### src/fail_out_pkg.sv
// Shared constants and types for the fail output and pin control block
package fail_out_pkg;

    // Device operating modes seen by this block
    typedef enum logic [2:0] {
        MODE_INIT,
        MODE_NORMAL,
        MODE_STOP,
        MODE_SLEEP,
        MODE_RESTART,
        MODE_FAILSAFE
    } sbc_mode_t;

    // Role of a shared fail/general-purpose pin
    typedef enum logic [2:0] {
        FUNC_FAIL,
        FUNC_OFF,
        FUNC_WAKE,
        FUNC_LOW_SIDE,
        FUNC_HIGH_SIDE
    } pin_func_t;

    // PWM duty selection codes
    typedef enum logic [1:0] {
        DUTY_20,
        DUTY_10,
        DUTY_5,
        DUTY_2P5
    } duty_t;

    // Timing figures in their own units
    localparam int CLK_HZ = 20_000_000;
    localparam int CLK_PERIOD_NS = 50;
    localparam int BLINK_FREQ_MHZ = 1250;     // Millihertz
    localparam int PWM_FREQ_HZ = 100;
    localparam int STRAP_FILTER_NS = 64_000;

    // Derived cycle counts
    localparam int BLINK_CYCLES = (CLK_HZ / BLINK_FREQ_MHZ) * 1000;
    localparam int PWM_CYCLES = CLK_HZ / PWM_FREQ_HZ;
    localparam int STRAP_CYCLES = STRAP_FILTER_NS / CLK_PERIOD_NS;

    // Duty divisors: high time is period divided by these
    localparam int DIV_20 = 5;
    localparam int DIV_10 = 10;
    localparam int DIV_5 = 20;
    localparam int DIV_2P5 = 40;

    localparam duty_t DUTY_RESET = DUTY_20;
    localparam pin_func_t FUNC_RESET = FUNC_FAIL;

    // High-time cycles of the PWM for a given period and duty code
    function automatic int dutyCycles(input int period, input duty_t sel);
        int div;
        div = DIV_20;
        case (sel)
            DUTY_10: div = DIV_10;
            DUTY_5: div = DIV_5;
            DUTY_2P5: div = DIV_2P5;
            default: div = DIV_20;
        endcase
        return period / div;
    endfunction : dutyCycles

endpackage : fail_out_pkg

### src/fail_output_gpio_control.sv
// Fail outputs, shared pin roles and test strap filter
`timescale 1ns/1ns
module fail_output_gpio_control #(
    parameter int BLINK_PERIOD = fail_out_pkg::BLINK_CYCLES,
    parameter int PWM_PERIOD = fail_out_pkg::PWM_CYCLES
) (
    input wire logic clk_sys,
    input wire logic sys_rst,
    input wire logic clkEn,
    input wire fail_out_pkg::sbc_mode_t sbcMode,
    input wire logic failEvent,
    input wire logic failCondPresent,
    input wire logic failFlagClear,
    input wire logic fail_force_on,
    input wire logic cfgWrite,
    input wire fail_out_pkg::pin_func_t cfgBlinkFunc,
    input wire fail_out_pkg::pin_func_t cfgPwmFunc,
    input wire fail_out_pkg::duty_t fail_pwm_duty_sel,
    input wire logic blinkSwitchOn,
    input wire logic pwmSwitchOn,
    input wire logic blinkPinIn,
    input wire logic pwmPinIn,
    output logic failureFlag,
    output logic static_fail_output,
    output logic staticFailOe,
    output logic blink_fail_output,
    output logic blinkFailOe,
    output logic pwm_fail_output,
    output logic pwmFailOe,
    output logic blinkWakeEn,
    output logic pwmWakeEn,
    output logic blinkPinLevel,
    output logic pwmPinLevel,
    output fail_out_pkg::pin_func_t blinkFunc,
    output fail_out_pkg::pin_func_t pwmFunc,
    output fail_out_pkg::duty_t dutySel,
    output logic strapValid,
    output logic strapHigh
);
    import fail_out_pkg::*;

    localparam int SW = $clog2(STRAP_CYCLES + 1);
    localparam logic [SW-1:0] STRAP_DONE = SW'(STRAP_CYCLES);

    logic failActive;
    logic blinkPhase;
    logic pwmPhase;
    logic [2:0] blinkSync;
    logic [2:0] pwmSync;
    logic pwmStable;
    logic [SW-1:0] strapCnt;
    logic isNormal;
    logic isRestart;
    logic isFailsafe;

    assign isNormal = (sbcMode == MODE_NORMAL);
    assign isRestart = (sbcMode == MODE_RESTART);
    assign isFailsafe = (sbcMode == MODE_FAILSAFE);

    // Outputs stay on while the flag, a live failure or the force bit holds
    assign failActive = failureFlag || failCondPresent || fail_force_on;

    // Sticky failure flag; a new failure beats a clear in the same cycle
    always_ff @(posedge clk_sys) begin
        if (sys_rst) begin
            failureFlag <= 1'b0;
        end else if (clkEn) begin
            if (failEvent || failCondPresent) begin
                failureFlag <= 1'b1;
            end else if (failFlagClear) begin
                failureFlag <= 1'b0;
            end
        end
    end

    // Pin roles and duty change only in normal mode, elsewhere they are frozen
    always_ff @(posedge clk_sys) begin
        if (sys_rst) begin
            blinkFunc <= FUNC_RESET;
            pwmFunc <= FUNC_RESET;
            dutySel <= DUTY_RESET;
        end else if (clkEn && cfgWrite && isNormal) begin
            blinkFunc <= cfgBlinkFunc;
            pwmFunc <= cfgPwmFunc;
            dutySel <= fail_pwm_duty_sel;
        end
    end

    fail_wave_gen #(
        .BLINK_PERIOD(BLINK_PERIOD),
        .PWM_PERIOD(PWM_PERIOD)
    ) u_wave (
        .clk_sys(clk_sys),
        .sys_rst(sys_rst),
        .clkEn(clkEn),
        .active(failActive),
        .dutySel(dutySel),
        .blinkPhase(blinkPhase),
        .pwmPhase(pwmPhase)
    );

    // Pin level synchronisers; only the second and third stages are looked at
    always_ff @(posedge clk_sys) begin
        if (sys_rst) begin
            blinkSync <= 3'h7;
            pwmSync <= 3'h7;
        end else if (clkEn) begin
            blinkSync <= {blinkSync[1:0], blinkPinIn};
            pwmSync <= {pwmSync[1:0], pwmPinIn};
        end
    end

    // Accept a pin level change once stages two and three agree
    always_ff @(posedge clk_sys) begin
        if (sys_rst) begin
            blinkPinLevel <= 1'b1;
            pwmPinLevel <= 1'b1;
        end else if (clkEn) begin
            if (blinkSync[1] == blinkSync[2]) begin
                blinkPinLevel <= blinkSync[2];
            end
            if (pwmSync[1] == pwmSync[2]) begin
                pwmPinLevel <= pwmSync[2];
            end
        end
    end

    assign pwmStable = (pwmSync[1] == pwmSync[2]) && (pwmSync[2] == pwmPinLevel);

    // Strap filter runs in init mode only; the pull-up needs the pin undriven
    // then, and a low strap that lasts the full filter time selects dev mode.
    always_ff @(posedge clk_sys) begin
        if (sys_rst) begin
            strapCnt <= '0;
            strapValid <= 1'b0;
            strapHigh <= 1'b1;
        end else if (clkEn && sbcMode == MODE_INIT && !strapValid) begin
            if (!pwmStable || strapCnt == '0 && pwmPinLevel != strapHigh) begin
                strapCnt <= '0;
                strapHigh <= pwmPinLevel;
            end else if (strapCnt == STRAP_DONE - 1'b1) begin
                strapValid <= 1'b1;
            end else begin
                strapCnt <= strapCnt + 1'b1;
            end
        end
    end

    // Static output always has the fail role and is open drain, active low
    always_ff @(posedge clk_sys) begin
        if (sys_rst) begin
            static_fail_output <= 1'b0;
            staticFailOe <= 1'b0;
        end else if (clkEn) begin
            staticFailOe <= failActive;
        end
    end

    // Blink pin: fail blink, wake input or switch by its frozen role
    always_ff @(posedge clk_sys) begin
        if (sys_rst) begin
            blink_fail_output <= 1'b0;
            blinkFailOe <= 1'b0;
            blinkWakeEn <= 1'b0;
        end else if (clkEn) begin
            blink_fail_output <= (blinkFunc == FUNC_HIGH_SIDE);
            blinkWakeEn <= (blinkFunc == FUNC_WAKE) && !isFailsafe;
            case (blinkFunc)
                FUNC_FAIL: blinkFailOe <= blinkPhase;
                FUNC_LOW_SIDE, FUNC_HIGH_SIDE:
                    blinkFailOe <= blinkSwitchOn && !isRestart && !isFailsafe;
                default: blinkFailOe <= 1'b0;
            endcase
        end
    end

    // PWM pin: same roles, and never driven during init so the strap reads
    always_ff @(posedge clk_sys) begin
        if (sys_rst) begin
            pwm_fail_output <= 1'b0;
            pwmFailOe <= 1'b0;
            pwmWakeEn <= 1'b0;
        end else if (clkEn) begin
            pwm_fail_output <= (pwmFunc == FUNC_HIGH_SIDE);
            pwmWakeEn <= (pwmFunc == FUNC_WAKE) && !isFailsafe;
            if (sbcMode == MODE_INIT) begin
                pwmFailOe <= 1'b0;
            end else begin
                case (pwmFunc)
                    FUNC_FAIL: pwmFailOe <= pwmPhase;
                    FUNC_LOW_SIDE, FUNC_HIGH_SIDE:
                        pwmFailOe <= pwmSwitchOn && !isRestart && !isFailsafe;
                    default: pwmFailOe <= 1'b0;
                endcase
            end
        end
    end

    property p_cfgFixed;
        @(posedge clk_sys) disable iff (sys_rst)
        !isNormal |=> $stable(blinkFunc) && $stable(pwmFunc) && $stable(dutySel);
    endproperty
    a_cfgFixed: assert property (p_cfgFixed) else $error("config not frozen");

    property p_cfgTake;
        @(posedge clk_sys) disable iff (sys_rst)
        clkEn && cfgWrite && isNormal |=> blinkFunc == $past(cfgBlinkFunc)
            && pwmFunc == $past(cfgPwmFunc);
    endproperty
    a_cfgTake: assert property (p_cfgTake) else $error("config write lost");

    property p_failDrive;
        @(posedge clk_sys) disable iff (sys_rst)
        clkEn && failEvent ##1 clkEn |=> staticFailOe && failureFlag;
    endproperty
    a_failDrive: assert property (p_failDrive) else $error("fail not signalled");

    property p_wakeOff;
        @(posedge clk_sys) disable iff (sys_rst)
        clkEn && isFailsafe |=> !blinkWakeEn && !pwmWakeEn;
    endproperty
    a_wakeOff: assert property (p_wakeOff) else $error("wake on in fail-safe");

    property p_switchOff;
        @(posedge clk_sys) disable iff (sys_rst)
        clkEn && (isRestart || isFailsafe) && pwmFunc inside {FUNC_LOW_SIDE, FUNC_HIGH_SIDE}
            |=> !pwmFailOe;
    endproperty
    a_switchOff: assert property (p_switchOff) else $error("switch on in restart");

    property p_flagHold;
        @(posedge clk_sys) disable iff (sys_rst)
        failureFlag && !(clkEn && failFlagClear) |=> failureFlag;
    endproperty
    a_flagHold: assert property (p_flagHold) else $error("flag dropped");

    property p_release;
        @(posedge clk_sys) disable iff (sys_rst)
        clkEn && !failActive |=> !staticFailOe;
    endproperty
    a_release: assert property (p_release) else $error("fail output stuck");

    property p_strapTime;
        @(posedge clk_sys) disable iff (sys_rst)
        $rose(strapValid) |-> $past(strapCnt) == STRAP_DONE - 1'b1;
    endproperty
    a_strapTime: assert property (p_strapTime) else $error("strap filter short");

endmodule : fail_output_gpio_control

### src/fail_wave_gen.sv
// Blink and PWM waveform generator for the fail outputs
`timescale 1ns/1ns
module fail_wave_gen #(
    parameter int BLINK_PERIOD = fail_out_pkg::BLINK_CYCLES,
    parameter int PWM_PERIOD = fail_out_pkg::PWM_CYCLES
) (
    input wire logic clk_sys,
    input wire logic sys_rst,
    input wire logic clkEn,
    input wire logic active,
    input wire fail_out_pkg::duty_t dutySel,
    output logic blinkPhase,
    output logic pwmPhase
);
    import fail_out_pkg::*;

    localparam int BW = $clog2(BLINK_PERIOD);
    localparam int PW = $clog2(PWM_PERIOD);
    localparam logic [BW-1:0] BLINK_LAST = BW'(BLINK_PERIOD - 1);
    localparam logic [BW-1:0] BLINK_HALF = BW'(BLINK_PERIOD / 2);
    localparam logic [PW-1:0] PWM_LAST = PW'(PWM_PERIOD - 1);

    logic [BW-1:0] blinkCnt;
    logic [PW-1:0] pwmCnt;
    logic [PW-1:0] pwmHigh;

    assign pwmHigh = PW'(dutyCycles(PWM_PERIOD, dutySel));

    // Counters sit at zero while idle so each activation starts a fresh period
    always_ff @(posedge clk_sys) begin
        if (sys_rst || (clkEn && !active)) begin
            blinkCnt <= '0;
            pwmCnt <= '0;
        end else if (clkEn) begin
            blinkCnt <= (blinkCnt == BLINK_LAST) ? '0 : blinkCnt + 1'b1;
            pwmCnt <= (pwmCnt == PWM_LAST) ? '0 : pwmCnt + 1'b1;
        end
    end

    // Phase flags: first half of blink and first duty part of PWM are the on time
    always_ff @(posedge clk_sys) begin
        if (sys_rst) begin
            blinkPhase <= 1'b0;
            pwmPhase <= 1'b0;
        end else if (clkEn) begin
            blinkPhase <= active && (blinkCnt < BLINK_HALF);
            pwmPhase <= active && (pwmCnt < pwmHigh);
        end
    end

    property p_restart;
        @(posedge clk_sys) disable iff (sys_rst)
        clkEn && !active ##1 clkEn && active |-> blinkCnt == '0 && pwmCnt == '0;
    endproperty
    a_restart: assert property (p_restart) else $error("counters not restarted");

    property p_pwmDuty;
        @(posedge clk_sys) disable iff (sys_rst)
        clkEn && active && $past(clkEn) && $past(active) && $fell(pwmPhase)
            |-> $past(pwmCnt) == pwmHigh;
    endproperty
    a_pwmDuty: assert property (p_pwmDuty) else $error("pwm high time wrong");

    property p_blinkHalf;
        @(posedge clk_sys) disable iff (sys_rst)
        clkEn && active && $past(clkEn) && $past(active) && $fell(blinkPhase)
            |-> $past(blinkCnt) == BLINK_HALF;
    endproperty
    a_blinkHalf: assert property (p_blinkHalf) else $error("blink half wrong");

endmodule : fail_wave_gen
### config.mk
export PLATFORM = sky130hd
export DESIGN_NAME = fail_output_gpio_control
export DESIGN_NICKNAME = d
export VERILOG_FILES = /design/src/fail_out_pkg.sv /design/src/fail_output_gpio_control.sv /design/src/fail_wave_gen.sv
export SDC_FILE = /design/constraint.sdc
export NUM_CORES = 1
export LEC_CHECK = 0
export ABC_CLOCK_PERIOD_IN_PS = 42900
export BUFFER_PORTS_ARGS = -buffer_cell sky130_fd_sc_hd__buf_2
export CAP_MARGIN = 20
export CORE_MARGIN = 1
export CORE_UTILIZATION = 60
export CTS_BUF_LIST = sky130_fd_sc_hd__clkbuf_2 sky130_fd_sc_hd__clkbuf_4 sky130_fd_sc_hd__clkbuf_8
export CTS_CLUSTER_SIZE = 40
export DETAILED_ROUTE_END_ITERATION = 8
export PLACE_DENSITY = 0.82
export SLEW_MARGIN = 20
export SYNTH_ARGS = -nofsm -noshare
export SYNTH_HDL_FRONTEND = slang
export SYNTH_SLANG_ARGS = --single-unit
### constraint.sdc
create_clock -name clk_sys -period 42.9 [get_ports clk_sys]
set_input_delay 2.145 -clock clk_sys [delete_from_list [all_inputs] [get_ports clk_sys]]
set_output_delay 2.145 -clock clk_sys [all_outputs]
set_load 0.01 [all_outputs]
Word level (Yosys, flattened, before mapping):

Cells that the tools add are included.

* register bits after elaboration: 81
* bits in latches: 0
* bits in writable memories: 0
* ROM bits: 0
* input port bits: 23
* output and inout port bits: 21
* logic and storage cells: 97
* memories: 0

* add/sub/neg operators: 3
* multiply operators: 0
* div/mod/pow operators: 1
* order comparisons: 2
* equal/unequal tests: 20
* shift-type cells: 0
* multiplexer cells: 10
* bitwise logic cells: 1
* reduce and logical (&&, ||, !) cells: 38

Operator list (count)
* 19-bit by 32-bit divider with 32-bit output (first input constant): 1
* 24-bit by 1-bit adder with 24-bit output (second input constant): 1
* 24-bit equality test (second input constant): 1
* 24-bit by 23-bit less-than comparator with 1-bit output (second input constant): 1
* 24-bit two-way mux: 1
* 11-bit two-way mux: 2
* 18-bit by 1-bit adder with 18-bit output (second input constant): 1
* 18-bit equality test (second input constant): 1
* 18-bit less-than comparator: 1
* 18-bit two-way mux: 1
* 6-bit one-hot mux with 3 select lines: 1
* 1-bit logical AND: 15
* 3-bit by 2-bit equality test with 1-bit output (second input constant): 4
* 3-bit equality test (second input constant): 4
* 11-bit by 1-bit adder with 11-bit output (second input constant): 1
* 11-bit equality test (second input constant): 1
* 11-bit logical NOT: 1
* 2-bit AND reduction: 5
* 3-bit logical NOT: 3
* 1-bit logical NOT: 5
* 1-bit logical OR: 5
* 2-bit equality test (second input constant): 2
* 1-bit one-hot mux with 2 select lines: 2
* 2-bit OR reduction: 2
* other kinds (9): 13

Logic depth before layout (Yosys ltp):

* word-level depth: 6
* gate-level depth with buffers: 137
* mapped depth without buffers: 131

Cells and area by module:

From an unflattened synthesis, not the netlist that was laid out.

* cells, all modules: 1465
* area total of the unflattened synthesis: 10523.8 µm²

Modules (own cells, without submodules)
* fail_wave_gen: instances 1, cells each 1257, area each 8710.9 µm², sequential area each 880.8 µm²
* fail_output_gpio_control: instances 1, cells each 208, area each 1813.0 µm², sequential area each 740.7 µm²

Least setup slack after synthesis:

No wires, ideal clock.

* kind: register to register
* start point: register dutySel[1]
* end point: register u_wave.pwmPhase
* arrival time: 25.432 ns
* path slack: 17.321 ns
* stages on the path, launching flop included: 134
* path buffers: 6
* cells stage by stage: dfxtp_1 -> inv_1 -> ha_1 -> inv_2 -> buf_1 -> ha_1 -> nor2_1 -> inv_1 -> ha_1 -> nor3b_1 -> o211a_1 -> ha_1 -> o211ai_2 -> nand3_1 -> o21ai_1 -> o31ai_1 -> ha_1 -> nor3b_1 -> [98 not listed] -> or2_2 -> buf_2 -> nor2_1 -> a21oi_1 -> ha_1 -> a21oi_1 -> o22ai_1 -> a211oi_1 -> o211ai_1 -> a211oi_2 -> o2111ai_1 -> a2111oi_4 -> mux2_1 -> ha_1 -> inv_1 -> o211ai_1 -> nor4_1 -> a41oi_1

* cells in the longest elaborated chain, start to end: 5

Ends and longest elaborated chain
* start, declared: line fail_output_gpio_control.sv:36 `output fail_out_pkg::duty_t dutySel,`
* start signal, assigned: line fail_output_gpio_control.sv:85 `dutySel <= fail_pwm_duty_sel;`
* 2-bit equality test or 2-bit by 1-bit equality test with 1-bit output (tied branches): line fail_out_pkg.sv:56 `case (sel)`
* 6-bit one-hot mux with 3 select lines (*): line fail_out_pkg.sv:56
* 19-bit by 32-bit divider with 32-bit output (*): line fail_out_pkg.sv:62 `return period / div;`
* 18-bit less-than comparator (*): line fail_wave_gen.sv:47 `pwmPhase <= active && (pwmCnt < pwmHigh);`
* 1-bit logical AND (*): line fail_wave_gen.sv:47
* end signal, assigned: line fail_wave_gen.sv:47
* end, declared: line fail_wave_gen.sv:13 `output logic pwmPhase`

Every way passes the cells marked *; elsewhere a longest branch is shown, timed or not.
A chain may end at the register's enable or synchronous reset.

Final worst setup path:

Ends and elaborated chain as after synthesis.

==> run summary <==
The flow ran to the end, and the final reports show no timing, DRC or antenna violations. Buffers added to address setup during post-CTS repair amount to 0. For the hold violation total from the final report, the log shows 0. After technology mapping, the gate count stands at 1396. The pre-antenna-repair detailed-routing pass consisted of 6 iterations. The cell type with the highest aggregate area in the netlist is dfxtp_1. The logs give 1181 for the number of DRC markers in iteration 0 and 46 for the count of standard-cell rows. The worst register-to-register path begins at dutySel[1]. The count of flip-flops with a built-in enable after synthesis was 0; the fraction of final layout cells sized beyond drive strength 1 was 11.1%. The share of Yosys cell area claimed by the top area cell type was 16.2%. The deepest level of the CTS H-tree was 3. Measured slew at the worst slew-check pin: 1.10 ns. For the number of sinks driven by the clock tree, the log shows 81.

The netlist uses 117 different library cells. The logs give 10022 for the via count of the first global-routing pass and 30.00 ns for the arrival time of the worst setup path. The worst hold path terminates at pwmSync[1].

The highest clock frequency the design can meet is 33.6 MHz. The power per cell area is 26.6 mW/mm^2, and the core region area is 0.0161 sq mm. The wire-length estimate of the detail-placed layout is 21500 microns.

After detailed routing, the number of vias per cell comes to 6.81. The tree is rooted in a clkbuf_8. TritonCTS built the clock tree. The tools report the final-report setup violation count as 0.

STA classifies the critical path startpoint as a flip-flop. The worst hold path belongs to the class flip-flop to flip-flop. Relative area change from synthesis to final layout: 5.61%. The die is 131 microns wide.

The time the worst path needs with I/O delays and setup came out at 29.78 ns. The count of buffers added on input and output ports is 42. The run gives 0.37 ns as the clock latency on the worst-skew pair.

The synthesis-stage register bit count was 81. A synthesized cell averages 7.17 sq um. After detailed routing, the number of remaining DRC violations is 0. Among all flip-flop cells after synthesis, the most frequent one is dfxtp_1.

The post-CTS resize count came out at 0. The net count of the finished layout is 1482. The overall power of the completed layout is 0.000281 W, and the register-to-register setup slack is 13.12 ns.

The worst register-to-register path has a depth of 129. Overall die area: 0.0172 sq mm. In this run the vertical extent of the chip is 131 microns. The number of nets produced by synthesis was 1473. For the number of fill cells in the layout, the log shows 1362. After clock tree synthesis, the clock-pin slew on the worst setup and hold paths is 0.09 ns. Ranked by total cell area, the synthesized netlist is headed by dfxtp_1, ha_1, nor2_1. The logs give 0.0126 ns for the maximum clock skew at final layout and 1.02 for the final weighted congestion in routability-driven placement. For this run, the number of Yosys warnings is 0. The count of pins over their slew limit is 0, and the final routed wire length divided by cell count is 18.0 microns. Total via count in the routed design: 11071.

The logs give 43.12 ns for the worst path required time and 0 for the total grt overflow. The fraction of registers with async set or reset after synthesis came out at 0%. The cell type with the highest occurrence count on the critical path was ha_1. Worst hold path cell count: 1. The run gives 29300 microns as the overall routed net length.

Setup repair after global routing left no endpoint under its margin. In this design, the stage delay of the slowest critical-path cell is 0.57 ns. VDD sags by at most 0.0000290 V.

The count of nets left with antenna violations once routing finished came out at 0. The setup path with the least slack is of type flip-flop to flip-flop. Max-cap violations in this run came to 0. Combined global-route utilization of all metal layers: 33.5%. The logs give 62.3% for the initial core utilization and 9 for the number of buffers added by the clock tree synthesis step.

Summing every instance area after synthesis gives 0.0100 sq mm. After synthesis, flip-flops and latches occupy 16.2% of the total area. The largest fanout on the critical path works out to 25. Summed over all failing endpoints, the final setup total negative slack is 0 ns. The tools report the category of the worst setup path capture point as a flip-flop. The clock passes through at most 2 buffers.

The static power due to leakage was 4.10 nW; the first-pass GRT wire length was 49000 microns. The final critical-path share of the clock period came out at 69.4%. Entering global routing, the biggest net connects 46 pins. Count of inserted antenna diode cells: 0. Beginning of the worst hold path: pwmSync[0]. Endpoint of the worst register-to-register path: u_wave.pwmPhase. The number of antenna violations at the first check in global routing came out at 0.

The master of the slowest instance on the critical path is inv_1. In this run the count of I/O pins placed on the die edge is 44. The number of hold buffers added after cts came out at 0. The worst max-slew margin expressed relative to the limit was 26.0%.
[kinds of logic after synthesis]
family	count (synthesis)	share of synthesized area [%]
AO/OA/AOI/OAI	431	30.8
XOR/XNOR	57	5.14
adder cells (fa/ha/maj)	54	6.75
buffers and inverters	95	3.92
flip-flops	81	16.2
multiplexers	53	5.67
other	1	0.0375
AND/OR/NAND/NOR	624	31.5
[layout make-up]
cell class / instances / area (sq um) / share of cell area (%)
sequential: 81 / 1620 / 15.3
inverter: 36 / 135 / 1.28
multi-input combinational: 1220 / 8010 / 75.8
clock buffer: 9 / 124 / 1.17
tap: 216 / 270 / 2.56
clock inverter: 7 / 85.1 / 0.805
timing repair buffer: 57 / 323 / 3.05
[power breakdown]
part | internal (W) | switching [W]
sequential | 0.0000764 | 0.00000122
combinational | 0.0000518 | 0.0000911
clock | 0.0000281 | 0.0000322
[routing by layer]
layer  share of wire [%]  track usage (%)  wire length (microns)
met5                   0                0                      0
met3                 9.5             5.17                   2780
met2                  44             53.2                  13000
met4                 2.7             12.9                    791
met1                  43             45.3                  12800
[metrics by stage]
step / hold slack (ns) / worst slack, ns / cells / utilization [%] / area, sq um
after floorplan: 0.430 / 17.32 / 1396 / - / 10000
after global placement: 0.437 / 14.77 / 1610 / 64.5 / 10400
after detailed placement: 0.449 / 13.75 / 1610 / 64.5 / 10400
after CTS: 0.467 / 13.66 / 1626 / 65.8 / 10600
after global routing: 0.486 / 10.66 / 1626 / 65.8 / 10600
final: 0.466 / 13.12 / 1626 / 65.8 / 10600
[state kept, by name (all words and copies together) (netlist names), 2 cells and up]
signal,cells
blinkSync,3
u_wave.blinkCnt,24
pwmSync,3
strapCnt,11
pwmFunc,3
blinkFunc,3
u_wave.pwmCnt,18
dutySel,2
[synth_stat cells (6+ instances only)]
library cell    n
o21ai_0        74
nand3b_1        8
nand2b_1       18
ha_1           54
nor2b_1        15
xnor2_1        17
nor3_1         36
nand3_1        48
mux2i_1        34
a211o_1         9
nor2_1        171
o211ai_1       14
a211oi_1       14
nand2_1       156
o31ai_1         7
o21a_1          8
a21o_1         14
and3_1         23
xor2_1         38
o211a_1         6
a2111oi_0       6
or2_2           9
a311oi_1        9
a21oi_1       111
nand4_1        40
a22oi_1        10
a21boi_0        7
buf_2           7
and2_1         18
o21ai_1         7
buf_4           7
mux2_2         12
a31oi_1        22
inv_1          31
nor3b_1         8
o2111ai_1       6
nor4_1         13
a41oi_1         6
o22ai_1         9
or3_1          19
clkbuf_1       39
dfxtp_1        81
[worst max-delay path, delay by kind of cell, from the launching register on]
family	cells	cell delay (ns)
AO/OA/AOI/OAI	55	11.92
adder cells (fa/ha/maj)	19	5.34
buffers and inverters	8	1.57
flip-flops	1	0.46
AND/OR/NAND/NOR	42	8.68
multiplexers	5	1.64
[layout by cell type, fill, tap and decap left out, types with 36 or more instances in the layout]
master	n
a21oi_1	111
buf_2	42
dfxtp_1	81
ha_1	54
nand2_1	156
nand3_1	48
nand4_1	40
nor2_1	170
nor3_1	36
o21ai_0	73
xor2_1	38
[worst max-delay path by stage]
stage | slack (ns) | start | to | cells after the start
2_1_floorplan | 17.32 | dutySel[1] | u_wave.pwmPhase | 133
3_3_place_gp | 14.77 | dutySel[1] | u_wave.pwmPhase | 129
3_5_place_dp | 13.75 | dutySel[1] | u_wave.pwmPhase | 129
4_1_cts | 13.66 | dutySel[1] | u_wave.pwmPhase | 129
5_1_grt | 10.66 | dutySel[1] | u_wave.pwmPhase | 129
6_report | 13.12 | dutySel[1] | u_wave.pwmPhase | 129
Note: power is estimated with default switching activity, not from simulation.
